$ cat src/rtl/qec_pkg.sv
package qec_pkg;

  // register byte offsets
  localparam logic [7:0] OFS_CTRL        = 8'h00;
  localparam logic [7:0] OFS_STATUS      = 8'h04;
  localparam logic [7:0] OFS_MASK        = 8'h08;
  localparam logic [7:0] OFS_POSITION    = 8'h0C;
  localparam logic [7:0] OFS_INDEX_CAP   = 8'h10;
  localparam logic [7:0] OFS_PERIOD_CAP  = 8'h14;
  localparam logic [7:0] OFS_PERIOD_CMP  = 8'h18;
  localparam logic [7:0] OFS_PERIOD_CNT  = 8'h1C;
  localparam logic [7:0] OFS_INTVL_CAP   = 8'h20;
  localparam logic [7:0] OFS_INTVL_BUF   = 8'h24;

  // control fields
  localparam int CTRL_RUN     = 0;
  localparam int CTRL_BUF_EN  = 1;

  // status / mask fields
  localparam int ST_INDEX     = 0;
  localparam int ST_PERIODIC  = 1;
  localparam int ST_INTERVAL  = 2;
  localparam int ST_OVERFLOW  = 3;
  localparam int ST_UNDERFLOW = 4;
  localparam int ST_W         = 5;

  localparam int CNT_W_DEF    = 16;

  // period timer: 1 ms at a 25 ns clock
  localparam int PERIOD_TIME_NS = 1_000_000;
  localparam int CLK_PERIOD_NS  = 25;
  localparam int PERIOD_CYCLES  = PERIOD_TIME_NS / CLK_PERIOD_NS;

  // pin order on the synchroniser
  localparam int PIN_A   = 0;
  localparam int PIN_B   = 1;
  localparam int PIN_IDX = 2;
  localparam int PIN_N   = 3;

endpackage

$ cat src/rtl/qec_pins_if.sv
`timescale 1ns/10ps
interface qec_pins_if;
  logic [qec_pkg::PIN_N-1:0] lvl;
  logic [qec_pkg::PIN_N-1:0] rise;
  logic [qec_pkg::PIN_N-1:0] fall;
  logic                      step_up;
  logic                      step_dn;

  modport sync (output lvl, output rise, output fall);
  modport dec  (input lvl, input rise, input fall, output step_up, output step_dn);
  modport core (input lvl, input rise, input fall, input step_up, input step_dn);
endinterface

$ cat src/rtl/qec_decode.sv
`timescale 1ns/10ps
module qec_decode (
  qec_pins_if.dec pins // levels and edges in, steps out
);

  // edge on one phase counts up when its new level equals the other phase
  function automatic logic step_is_up(input logic new_lvl, input logic other_lvl);
    step_is_up = (new_lvl == other_lvl);
  endfunction

  logic a_edge;
  logic b_edge;

  assign a_edge = pins.rise[qec_pkg::PIN_A] | pins.fall[qec_pkg::PIN_A];
  assign b_edge = pins.rise[qec_pkg::PIN_B] | pins.fall[qec_pkg::PIN_B];

  always_comb
  begin
    pins.step_up = 1'b0;
    pins.step_dn = 1'b0;
    // both phases moving together carries no direction, so it is dropped
    if (a_edge && !b_edge)
    begin
      pins.step_up = step_is_up(pins.lvl[qec_pkg::PIN_A], pins.lvl[qec_pkg::PIN_B]);
      pins.step_dn = ~step_is_up(pins.lvl[qec_pkg::PIN_A], pins.lvl[qec_pkg::PIN_B]);
    end
    else if (b_edge && !a_edge)
    begin
      pins.step_up = step_is_up(pins.lvl[qec_pkg::PIN_B], pins.lvl[qec_pkg::PIN_A]);
      pins.step_dn = ~step_is_up(pins.lvl[qec_pkg::PIN_B], pins.lvl[qec_pkg::PIN_A]);
    end
  end

endmodule

$ cat src/rtl/qec_sync.sv
`timescale 1ns/10ps
module qec_sync (
  input  wire logic                      ref_clk, // clock
  input  wire logic                      rst,     // sync reset, high
  input  wire logic [qec_pkg::PIN_N-1:0] pin_in,  // raw encoder pins
  qec_pins_if.sync                       pins     // filtered levels and edges
);

  typedef struct packed {
    logic [qec_pkg::PIN_N-1:0] s1;
    logic [qec_pkg::PIN_N-1:0] s2;
    logic [qec_pkg::PIN_N-1:0] s3;
    logic [qec_pkg::PIN_N-1:0] lvl;
    logic [qec_pkg::PIN_N-1:0] rise;
    logic [qec_pkg::PIN_N-1:0] fall;
  } qec_sync_t;

  qec_sync_t q;
  qec_sync_t d;

  always_comb
  begin
    d      = q;
    d.s1   = pin_in;
    d.s2   = q.s1;
    d.s3   = q.s2;
    d.rise = '0;
    d.fall = '0;
    for (int i = 0; i < qec_pkg::PIN_N; i++)
    begin
      // a change counts only once stages two and three agree
      if ((q.s2[i] == q.s3[i]) && (q.s3[i] != q.lvl[i]))
      begin
        d.lvl[i]  = q.s3[i];
        d.rise[i] = q.s3[i];
        d.fall[i] = ~q.s3[i];
      end
    end
  end

  always_ff @(posedge ref_clk)
  begin
    if (rst)
      q <= '0;
    else
      q <= d;
  end

  assign pins.lvl  = q.lvl;
  assign pins.rise = q.rise;
  assign pins.fall = q.fall;

endmodule

$ cat src/rtl/qec_top.sv
// Summary of operation
// - sixteen bit counters with capture and compare registers
// - position counts up or down from phases
// - only the first of four counting variants
// - direction from edge and level of other phase
// - every phase edge moves count by one; the code drops edges on both phases in the same cycle
// - detect phase difference, count on each transition; the code does not count a change of both phases at once
// - index rise captures position, raises index flag
// - index rise clears position to zero
// - period match captures position, raises periodic flag
// - period timer clears on compare match, 1 ms
// - period timer counts every clock, undivided
// - each step captures period timer, raises interval flag
// - buffer mode keeps the previous interval capture
// - separate overflow and underflow flags
//
// The implementer's own choices: the register offsets and the APB interface to the registers.
`timescale 1ns/10ps
module qec_top #(
  parameter int CNT_W         = qec_pkg::CNT_W_DEF,    // counter width
  parameter int PERIOD_CYCLES = qec_pkg::PERIOD_CYCLES // clocks per period
) (
  input  wire logic        ref_clk,        // 40 MHz clock
  input  wire logic        rst,            // sync reset, high
  input  wire logic        enc_phase_a_in, // encoder phase a pin
  input  wire logic        enc_phase_b_in, // encoder phase b pin
  input  wire logic        enc_index_in,   // encoder index pin
  input  wire logic        psel,           // apb select
  input  wire logic        penable,        // apb enable
  input  wire logic        pwrite,         // apb direction
  input  wire logic [7:0]  paddr,          // apb byte address
  input  wire logic [31:0] pwdata,         // apb write data
  output logic      [31:0] prdata,         // apb read data
  output logic             pready,         // apb ready
  output logic             pslverr,        // apb error
  output logic             irq             // level interrupt, high
);

  initial
  begin
    if (CNT_W < 2 || CNT_W > 32)
      $error("CNT_W out of range");
    if (PERIOD_CYCLES < 1 || PERIOD_CYCLES > (2 ** CNT_W))
      $error("PERIOD_CYCLES does not fit the period timer");
  end

  localparam logic [CNT_W-1:0] CNT_MAX   = {CNT_W{1'b1}};
  localparam logic [CNT_W-1:0] CMP_RESET = CNT_W'(PERIOD_CYCLES - 1);

  typedef struct packed {
    logic                         run;
    logic                         buf_en;
    logic [qec_pkg::ST_W-1:0]     status;
    logic [qec_pkg::ST_W-1:0]     mask;
    logic [CNT_W-1:0]             enc_position_counter;
    logic [CNT_W-1:0]             index_capture_reg;
    logic [CNT_W-1:0]             periodic_capture_reg;
    logic [CNT_W-1:0]             period_compare_reg;
    logic [CNT_W-1:0]             period_timer_counter;
    logic [CNT_W-1:0]             interval_capture_reg;
    logic [CNT_W-1:0]             interval_buffer_reg;
    logic [31:0]                  rdata;
    logic                         err;
  } qec_state_t;

  qec_state_t q;
  qec_state_t d;

  qec_pins_if pins_if ();

  qec_sync u_sync (
    .ref_clk (ref_clk),
    .rst     (rst),
    .pin_in  ({enc_index_in, enc_phase_b_in, enc_phase_a_in}),
    .pins    (pins_if.sync)
  );

  qec_decode u_decode (
    .pins (pins_if.dec)
  );

  function automatic logic addr_mapped(input logic [7:0] a);
    case (a)
      qec_pkg::OFS_CTRL,       qec_pkg::OFS_STATUS,     qec_pkg::OFS_MASK,
      qec_pkg::OFS_POSITION,   qec_pkg::OFS_INDEX_CAP,  qec_pkg::OFS_PERIOD_CAP,
      qec_pkg::OFS_PERIOD_CMP, qec_pkg::OFS_PERIOD_CNT, qec_pkg::OFS_INTVL_CAP,
      qec_pkg::OFS_INTVL_BUF:
        addr_mapped = 1'b1;
      default:
        addr_mapped = 1'b0;
    endcase
  endfunction

  function automatic logic [31:0] widen(input logic [CNT_W-1:0] v);
    widen = 32'(v);
  endfunction

  logic                     wr_en;
  logic                     setup;
  logic                     match;
  logic                     step;
  logic [qec_pkg::ST_W-1:0] ev;
  logic [qec_pkg::ST_W-1:0] clr;
  logic [31:0]              rmux;

  assign wr_en = psel & penable & pwrite & addr_mapped(paddr);
  assign setup = psel & ~penable;
  assign match = q.run && (q.period_timer_counter == q.period_compare_reg);
  assign step  = q.run & (pins_if.step_up | pins_if.step_dn);

  always_comb
  begin
    rmux = 32'h0000_0000;
    case (paddr)
      qec_pkg::OFS_CTRL:
      begin
        rmux[qec_pkg::CTRL_RUN]    = q.run;
        rmux[qec_pkg::CTRL_BUF_EN] = q.buf_en;
      end
      qec_pkg::OFS_STATUS:     rmux = 32'(q.status);
      qec_pkg::OFS_MASK:       rmux = 32'(q.mask);
      qec_pkg::OFS_POSITION:   rmux = widen(q.enc_position_counter);
      qec_pkg::OFS_INDEX_CAP:  rmux = widen(q.index_capture_reg);
      qec_pkg::OFS_PERIOD_CAP: rmux = widen(q.periodic_capture_reg);
      qec_pkg::OFS_PERIOD_CMP: rmux = widen(q.period_compare_reg);
      qec_pkg::OFS_PERIOD_CNT: rmux = widen(q.period_timer_counter);
      qec_pkg::OFS_INTVL_CAP:  rmux = widen(q.interval_capture_reg);
      qec_pkg::OFS_INTVL_BUF:  rmux = widen(q.interval_buffer_reg);
      default:                 rmux = 32'h0000_0000;
    endcase
  end

  always_comb
  begin
    d   = q;
    ev  = '0;
    clr = '0;

    // read data and error are sampled in the setup phase, so they come from flops
    if (setup)
    begin
      d.rdata = pwrite ? 32'h0000_0000 : rmux;
      d.err   = ~addr_mapped(paddr);
    end

    // software writes first; hardware events below override the same cycle
    if (wr_en)
    begin
      case (paddr)
        qec_pkg::OFS_CTRL:
        begin
          d.run    = pwdata[qec_pkg::CTRL_RUN];
          d.buf_en = pwdata[qec_pkg::CTRL_BUF_EN];
        end
        qec_pkg::OFS_STATUS:     clr = pwdata[qec_pkg::ST_W-1:0];
        qec_pkg::OFS_MASK:       d.mask = pwdata[qec_pkg::ST_W-1:0];
        qec_pkg::OFS_POSITION:   d.enc_position_counter = pwdata[CNT_W-1:0];
        qec_pkg::OFS_PERIOD_CMP: d.period_compare_reg = pwdata[CNT_W-1:0];
        default:                 d.err = q.err;
      endcase
    end

    // period timer, one count per clock
    if (q.run)
    begin
      if (match)
        d.period_timer_counter = '0;
      else
        d.period_timer_counter = CNT_W'(q.period_timer_counter + 1'b1);
    end

    if (match)
    begin
      d.periodic_capture_reg   = q.enc_position_counter;
      ev[qec_pkg::ST_PERIODIC] = 1'b1;
    end

    if (step)
    begin
      d.interval_capture_reg   = q.period_timer_counter;
      ev[qec_pkg::ST_INTERVAL] = 1'b1;
      if (q.buf_en)
        d.interval_buffer_reg  = q.interval_capture_reg;
      if (pins_if.step_up)
      begin
        d.enc_position_counter = CNT_W'(q.enc_position_counter + 1'b1);
        if (q.enc_position_counter == CNT_MAX)
          ev[qec_pkg::ST_OVERFLOW] = 1'b1;
      end
      else
      begin
        d.enc_position_counter = CNT_W'(q.enc_position_counter - 1'b1);
        if (q.enc_position_counter == '0)
          ev[qec_pkg::ST_UNDERFLOW] = 1'b1;
      end
    end

    // index wins over a step in the same cycle; that step is not counted
    if (q.run && pins_if.rise[qec_pkg::PIN_IDX])
    begin
      d.index_capture_reg    = q.enc_position_counter;
      ev[qec_pkg::ST_INDEX]  = 1'b1;
      d.enc_position_counter = '0;
    end

    // a new event survives a clear written in the same cycle
    d.status = (q.status & ~clr) | ev;
  end

  always_ff @(posedge ref_clk)
  begin
    if (rst)
    begin
      q                    <= '0;
      q.period_compare_reg <= CMP_RESET;
    end
    else
    begin
      q <= d;
    end
  end

  // zero wait state slave
  assign pready  = 1'b1;
  assign prdata  = q.rdata;
  assign pslverr = q.err & psel & penable;
  assign irq     = |(q.status & q.mask);

endmodule

$ cat config.mk
export PLATFORM = sky130hd
export DESIGN_NAME = qec_top
export DESIGN_NICKNAME = d
export VERILOG_FILES = /design/src/rtl/qec_pkg.sv /design/src/rtl/qec_pins_if.sv /design/src/rtl/qec_decode.sv /design/src/rtl/qec_sync.sv /design/src/rtl/qec_top.sv
export SDC_FILE = /design/constraint.sdc
export NUM_CORES = 1
export LEC_CHECK = 0
export BUFFER_PORTS_ARGS = -buffer_cell sky130_fd_sc_hd__clkbuf_2
export CAP_MARGIN = 20
export CORE_ASPECT_RATIO = 0.9
export CORE_MARGIN = 10
export CORE_UTILIZATION = 40
export CTS_BUF_LIST = sky130_fd_sc_hd__clkbuf_8 sky130_fd_sc_hd__clkbuf_16
export DETAILED_ROUTE_END_ITERATION = 7
export PLACE_DENSITY = 0.66
export SLEW_MARGIN = 20
export SYNTH_ARGS = -nofsm -noshare
export SYNTH_HDL_FRONTEND = slang
export SYNTH_SLANG_ARGS = --single-unit
$ cat constraint.sdc
create_clock -name ref_clk -period 7.55 [get_ports ref_clk]
set_input_delay 0.3775 -clock ref_clk [delete_from_list [all_inputs] [get_ports ref_clk]]
set_output_delay 0.3775 -clock ref_clk [all_outputs]
set_load 0.02 [all_outputs]
==> results_tabular.tex <==
\begin{tabular}{lr}
\hline
Metric & Value \\
\hline
\multicolumn{2}{l}{\textbf{STA}} \\
Number of endpoints failing setup at the final stage & 0 \\
Clock skew & 0.00669 ns \\
Setup TNS after final layout & 0 ns \\
Final min period & 3.36 ns \\
Number of failing hold endpoints at the final stage & 0 \\
Setup repair after global routing missed its margin & false \\
Number of slew-limit violations in the final report & 0 \\
Timing-limited maximum frequency & 297 MHz \\
Period utilisation layout & 44.5\% \\
Slew HR & 27.3\% \\
Slew of the pin with the lowest slew margin & 1.09 ns \\
\multicolumn{2}{l}{\textbf{Critical path}} \\
Nature of the critical path startpoint & register \\
Worst EP arrival & 3.72 ns \\
Worst endpoint required time & 7.90 ns \\
Max stage delay on crit path & 0.49 ns \\
Cells traversed along the worst timing path & nor2\_1, inv\_1, ha\_1, nor2\_1, nor2\_1, xnor2\_1, ha\_1, inv\_1, nor3\_1, a22oi\_1, or3\_1, a31oi\_1 \\
Critical Path Sink Type & register \\
Most frequent cell on the critical path & nor2\_1 \\
Combined buffer and inverter count along the critical path & 2 \\
Biggest fanout along the worst timing path & 9 \\
Cell family with the largest share of critical-path delay & simple AND/OR/NAND/NOR gates \\
Slowest stage cell, crit path & nor3\_1 \\
Worst setup path class & register to register \\
\multicolumn{2}{l}{\textbf{Global route}} \\
Met3 demand-to-capacity share in global routing & 4.83\% \\
Global route total overflow & 0 \\
Initial antenna violation count & 0 \\
GR Layer Usage met1 & 26.8\% \\
GR Util met2 & 28.3\% \\
Wire length of the first global-routing pass & 39900 um \\
Via count of the first global-routing pass & 6794 \\
Maximum number of pins on one net before global-route repair & 98 \\
Most used routing layer in global routing & met2 \\
Total routing resource utilization after global routing & 19.1\% \\
\multicolumn{2}{l}{\textbf{Routing}} \\
DRT iter0 DRCs & 1108 \\
Iteration count of the initial detailed-routing pass & 7 \\
WL per Instance & 20.4 um \\
Number of design rule violations left after detail routing & 0 \\
Final routed wirelength across all metal layers & 25700 um \\
Antenna Nets Post-Route & 0 \\
Average vias per placed instance & 6.04 \\
Via count & 7600 \\
\multicolumn{2}{l}{\textbf{Synth}} \\
Synth top area share & 39.1\% \\
Library cells used by synthesis & 74 \\
Proportion of synthesized flip-flops having asynchronous set or reset & 0\% \\
Ys Warns & 0 \\
Cell Area, Synth & 8080 sq um \\
Area leader, netlist & dfxtp\_1 \\
Most frequently used flop master after synthesis & dfxtp\_1 \\
Avg Synthesized Cell Area & 7.92 sq um \\
Number of register bits inferred by synthesis & 158 \\
Top cells by area in the synthesized netlist & dfxtp\_1 (39\%), nand2\_1 (8.3\%), a21oi\_1 (5.9\%), clkbuf\_1 (3.6\%), buf\_4 (3.1\%) \\
Count of flip-flops with a built-in enable after synthesis & 0 \\
Sequential cell area fraction in the yosys report & 39.1\% \\
Post-Synthesis Cells & 1021 \\
\multicolumn{2}{l}{\textbf{Pwr}} \\
Proportion of power drawn by the clock network & 50.5\% \\
Internal power contribution & 1.43 mW \\
Power per unit of standard cell area & 208 nW/um\^{}2 \\
Max VDD drop & 0.155 mV \\
Sequential group share of total power & 45.5\% \\
Switching power as a share of total power & 22.5\% \\
NetSw & 0.413 mW \\
Combinational group share of total power & 4.0\% \\
Lkg Pwr & 3.08 nW \\
\multicolumn{2}{l}{\textbf{Placement}} \\
Placed instance count & 1226 \\
Final weighted congestion in routability-driven placement & 0.907 \\
HPWL reported at the end of detailed placement & 17300 um \\
Number of buffers inserted by port buffering & 49 \\
\multicolumn{2}{l}{\textbf{Clock network}} \\
Max Buffers Root-to-Sink & 2 \\
Master cell of the clock root buffer & clkbuf\_16 \\
CTS Buf Count & 17 \\
Count of hold-fix buffers inserted at cts & 0 \\
Clock latency on the worst-skew pair & 0.43 ns \\
H-Tree Depth & 4 \\
Post-CTS setup repair buffer count & 0 \\
Cells resized by post-CTS repair & 0 \\
Number of clock sinks & 158 \\
Clock edge transition at the registers on the reported setup and hold paths & 0.07 ns \\
CTS tree & done \\
\multicolumn{2}{l}{\textbf{Floorplan}} \\
Total die area & 26300 sq um \\
Starting density of the core & 40.6\% \\
Count of pins on the block boundary & 83 \\
Die W & 170 um \\
Vertical die dimension & 155 um \\
Floorplan row count & 49 \\
CORE AREA & 19900 sq um \\
\multicolumn{2}{l}{\textbf{Final layout}} \\
Final Util & 44.4\% \\
Commonest non-fill, non-tap cell in the layout & nand2\_1 \\
Layout area overhead & 9.47\% \\
Diodes inserted & 0 \\
Fraction of final layout cells sized beyond drive strength 1 & 11.4\% \\
Filler cells & 1952 \\
Final net count & 1042 \\
Non-filler cells, final & 1258 \\
Most used cells in the layout excluding fill and tap cells & nand2\_1 (179), dfxtp\_1 (158), a21oi\_1 (96) \\
\multicolumn{2}{l}{\textbf{Job}} \\
Count of max-cap constraint violations & 0 \\
\multicolumn{2}{l}{\textbf{Run status}} \\
Run status & finished clean \\
\multicolumn{2}{l}{\textbf{Min path}} \\
Path category of the worst min-delay check & primary input to register \\
\hline
\end{tabular}
[cells in the mapped netlist (all sizes together), types with 9 or more instances]
cell / number
nand3: 38
dfxtp: 158
nor4: 14
nand3b: 12
buf: 48
clkbuf: 77
nor2: 50
a21oi: 96
a211oi: 11
o21ai: 48
nand4: 15
xor2: 24
and3: 9
nand2: 179
a22oi: 13
a222oi: 10
a22o: 17
nor3: 37
nor2b: 16
xnor2: 10
mux2i: 16
[registers in the layout (all words and copies together) (netlist names)]
| name | flops |
|---|---|
| prdata | 16 |
| q | 125 |
| u_sync.d | 6 |
| u_sync.pins.fall | 2 |
| u_sync.pins.lvl | 3 |
| u_sync.pins.rise | 3 |
| u_sync.q | 3 |
[cell families (layout without fill, tap and decap cells)]
family,Yosys count,count (layout),synth area share (%)
AOI/OAI and AO/OA,246,246,19.9
xor gates and xnor gates,34,34,3.68
adders and majority gates,4,4,0.619
buffers and inverters,133,100,7.89
DFF,158,158,39.1
muxes,23,23,3.10
other,2,17,0.0929
and+or+nand+nor,421,421,25.6
[stage by stage]
step	area, sq um	setup WS, ns	power [mW]	hold WS (ns)
floorplan	8140	4.72	0.908	0.414
global placement	8210	4.27	0.927	0.417
detailed placement	8210	4.29	0.927	0.424
CTS	8850	4.27	1.85	0.162
global route	8850	3.82	1.89	0.171
finish	8850	4.19	1.84	0.169
[metal layers]
| layer | routed length [um] | vias to the layer above | share of wire, % |
|---|---|---|---|
| li1 | - | 3533 | - |
| met1 | 11200 | 3589 | 44 |
| met2 | 11100 | 414 | 43 |
| met3 | 2790 | 64 | 11 |
| met4 | 552 | 0 | 2.2 |
| met5 | 0 | - | 0 |
[layout make-up]
cell class                 count  area (sq um)  area share, %
tap                          255           319           3.61
multi-input combinational    745          4370           49.3
timing repair buffer          60           330           3.73
inverter                       8          30.0          0.339
clock buffer                  19           453           5.12
clock inverter                13           188           2.12
sequential                   158          3160           35.7
[worst paths after layout]
path	start	end	slack [ns]	depth (start not counted)
max reg2reg	u_sync.pins.fall[1]$_SDFF_PP0_	q[137]$_SDFFE_PP0P_	4.19	12
max	u_sync.pins.fall[1]$_SDFF_PP0_	q[137]$_SDFFE_PP0P_	4.19	12
min reg2reg	u_sync.d[14]$_SDFF_PP0_	u_sync.d[11]$_SDFF_PP0_	0.44	1
min	enc_phase_b_in	u_sync.d[13]$_SDFF_PP0_	0.17	2
[power groups by stage]
| stage | Clock (mW) | Sequential, mW | Combinational [mW] |
|---|---|---|---|
| 4_1_cts | 0.938 | 0.837 | 0.0715 |
| 5_1_grt | 0.974 | 0.837 | 0.0781 |
| 6_report | 0.930 | 0.837 | 0.0735 |
| 2_1_floorplan | 0 | 0.855 | 0.0529 |
| 3_5_place_dp | 0 | 0.856 | 0.0714 |
| 3_3_place_gp | 0 | 0.856 | 0.0711 |
Note: power is estimated with default switching activity, not from simulation.
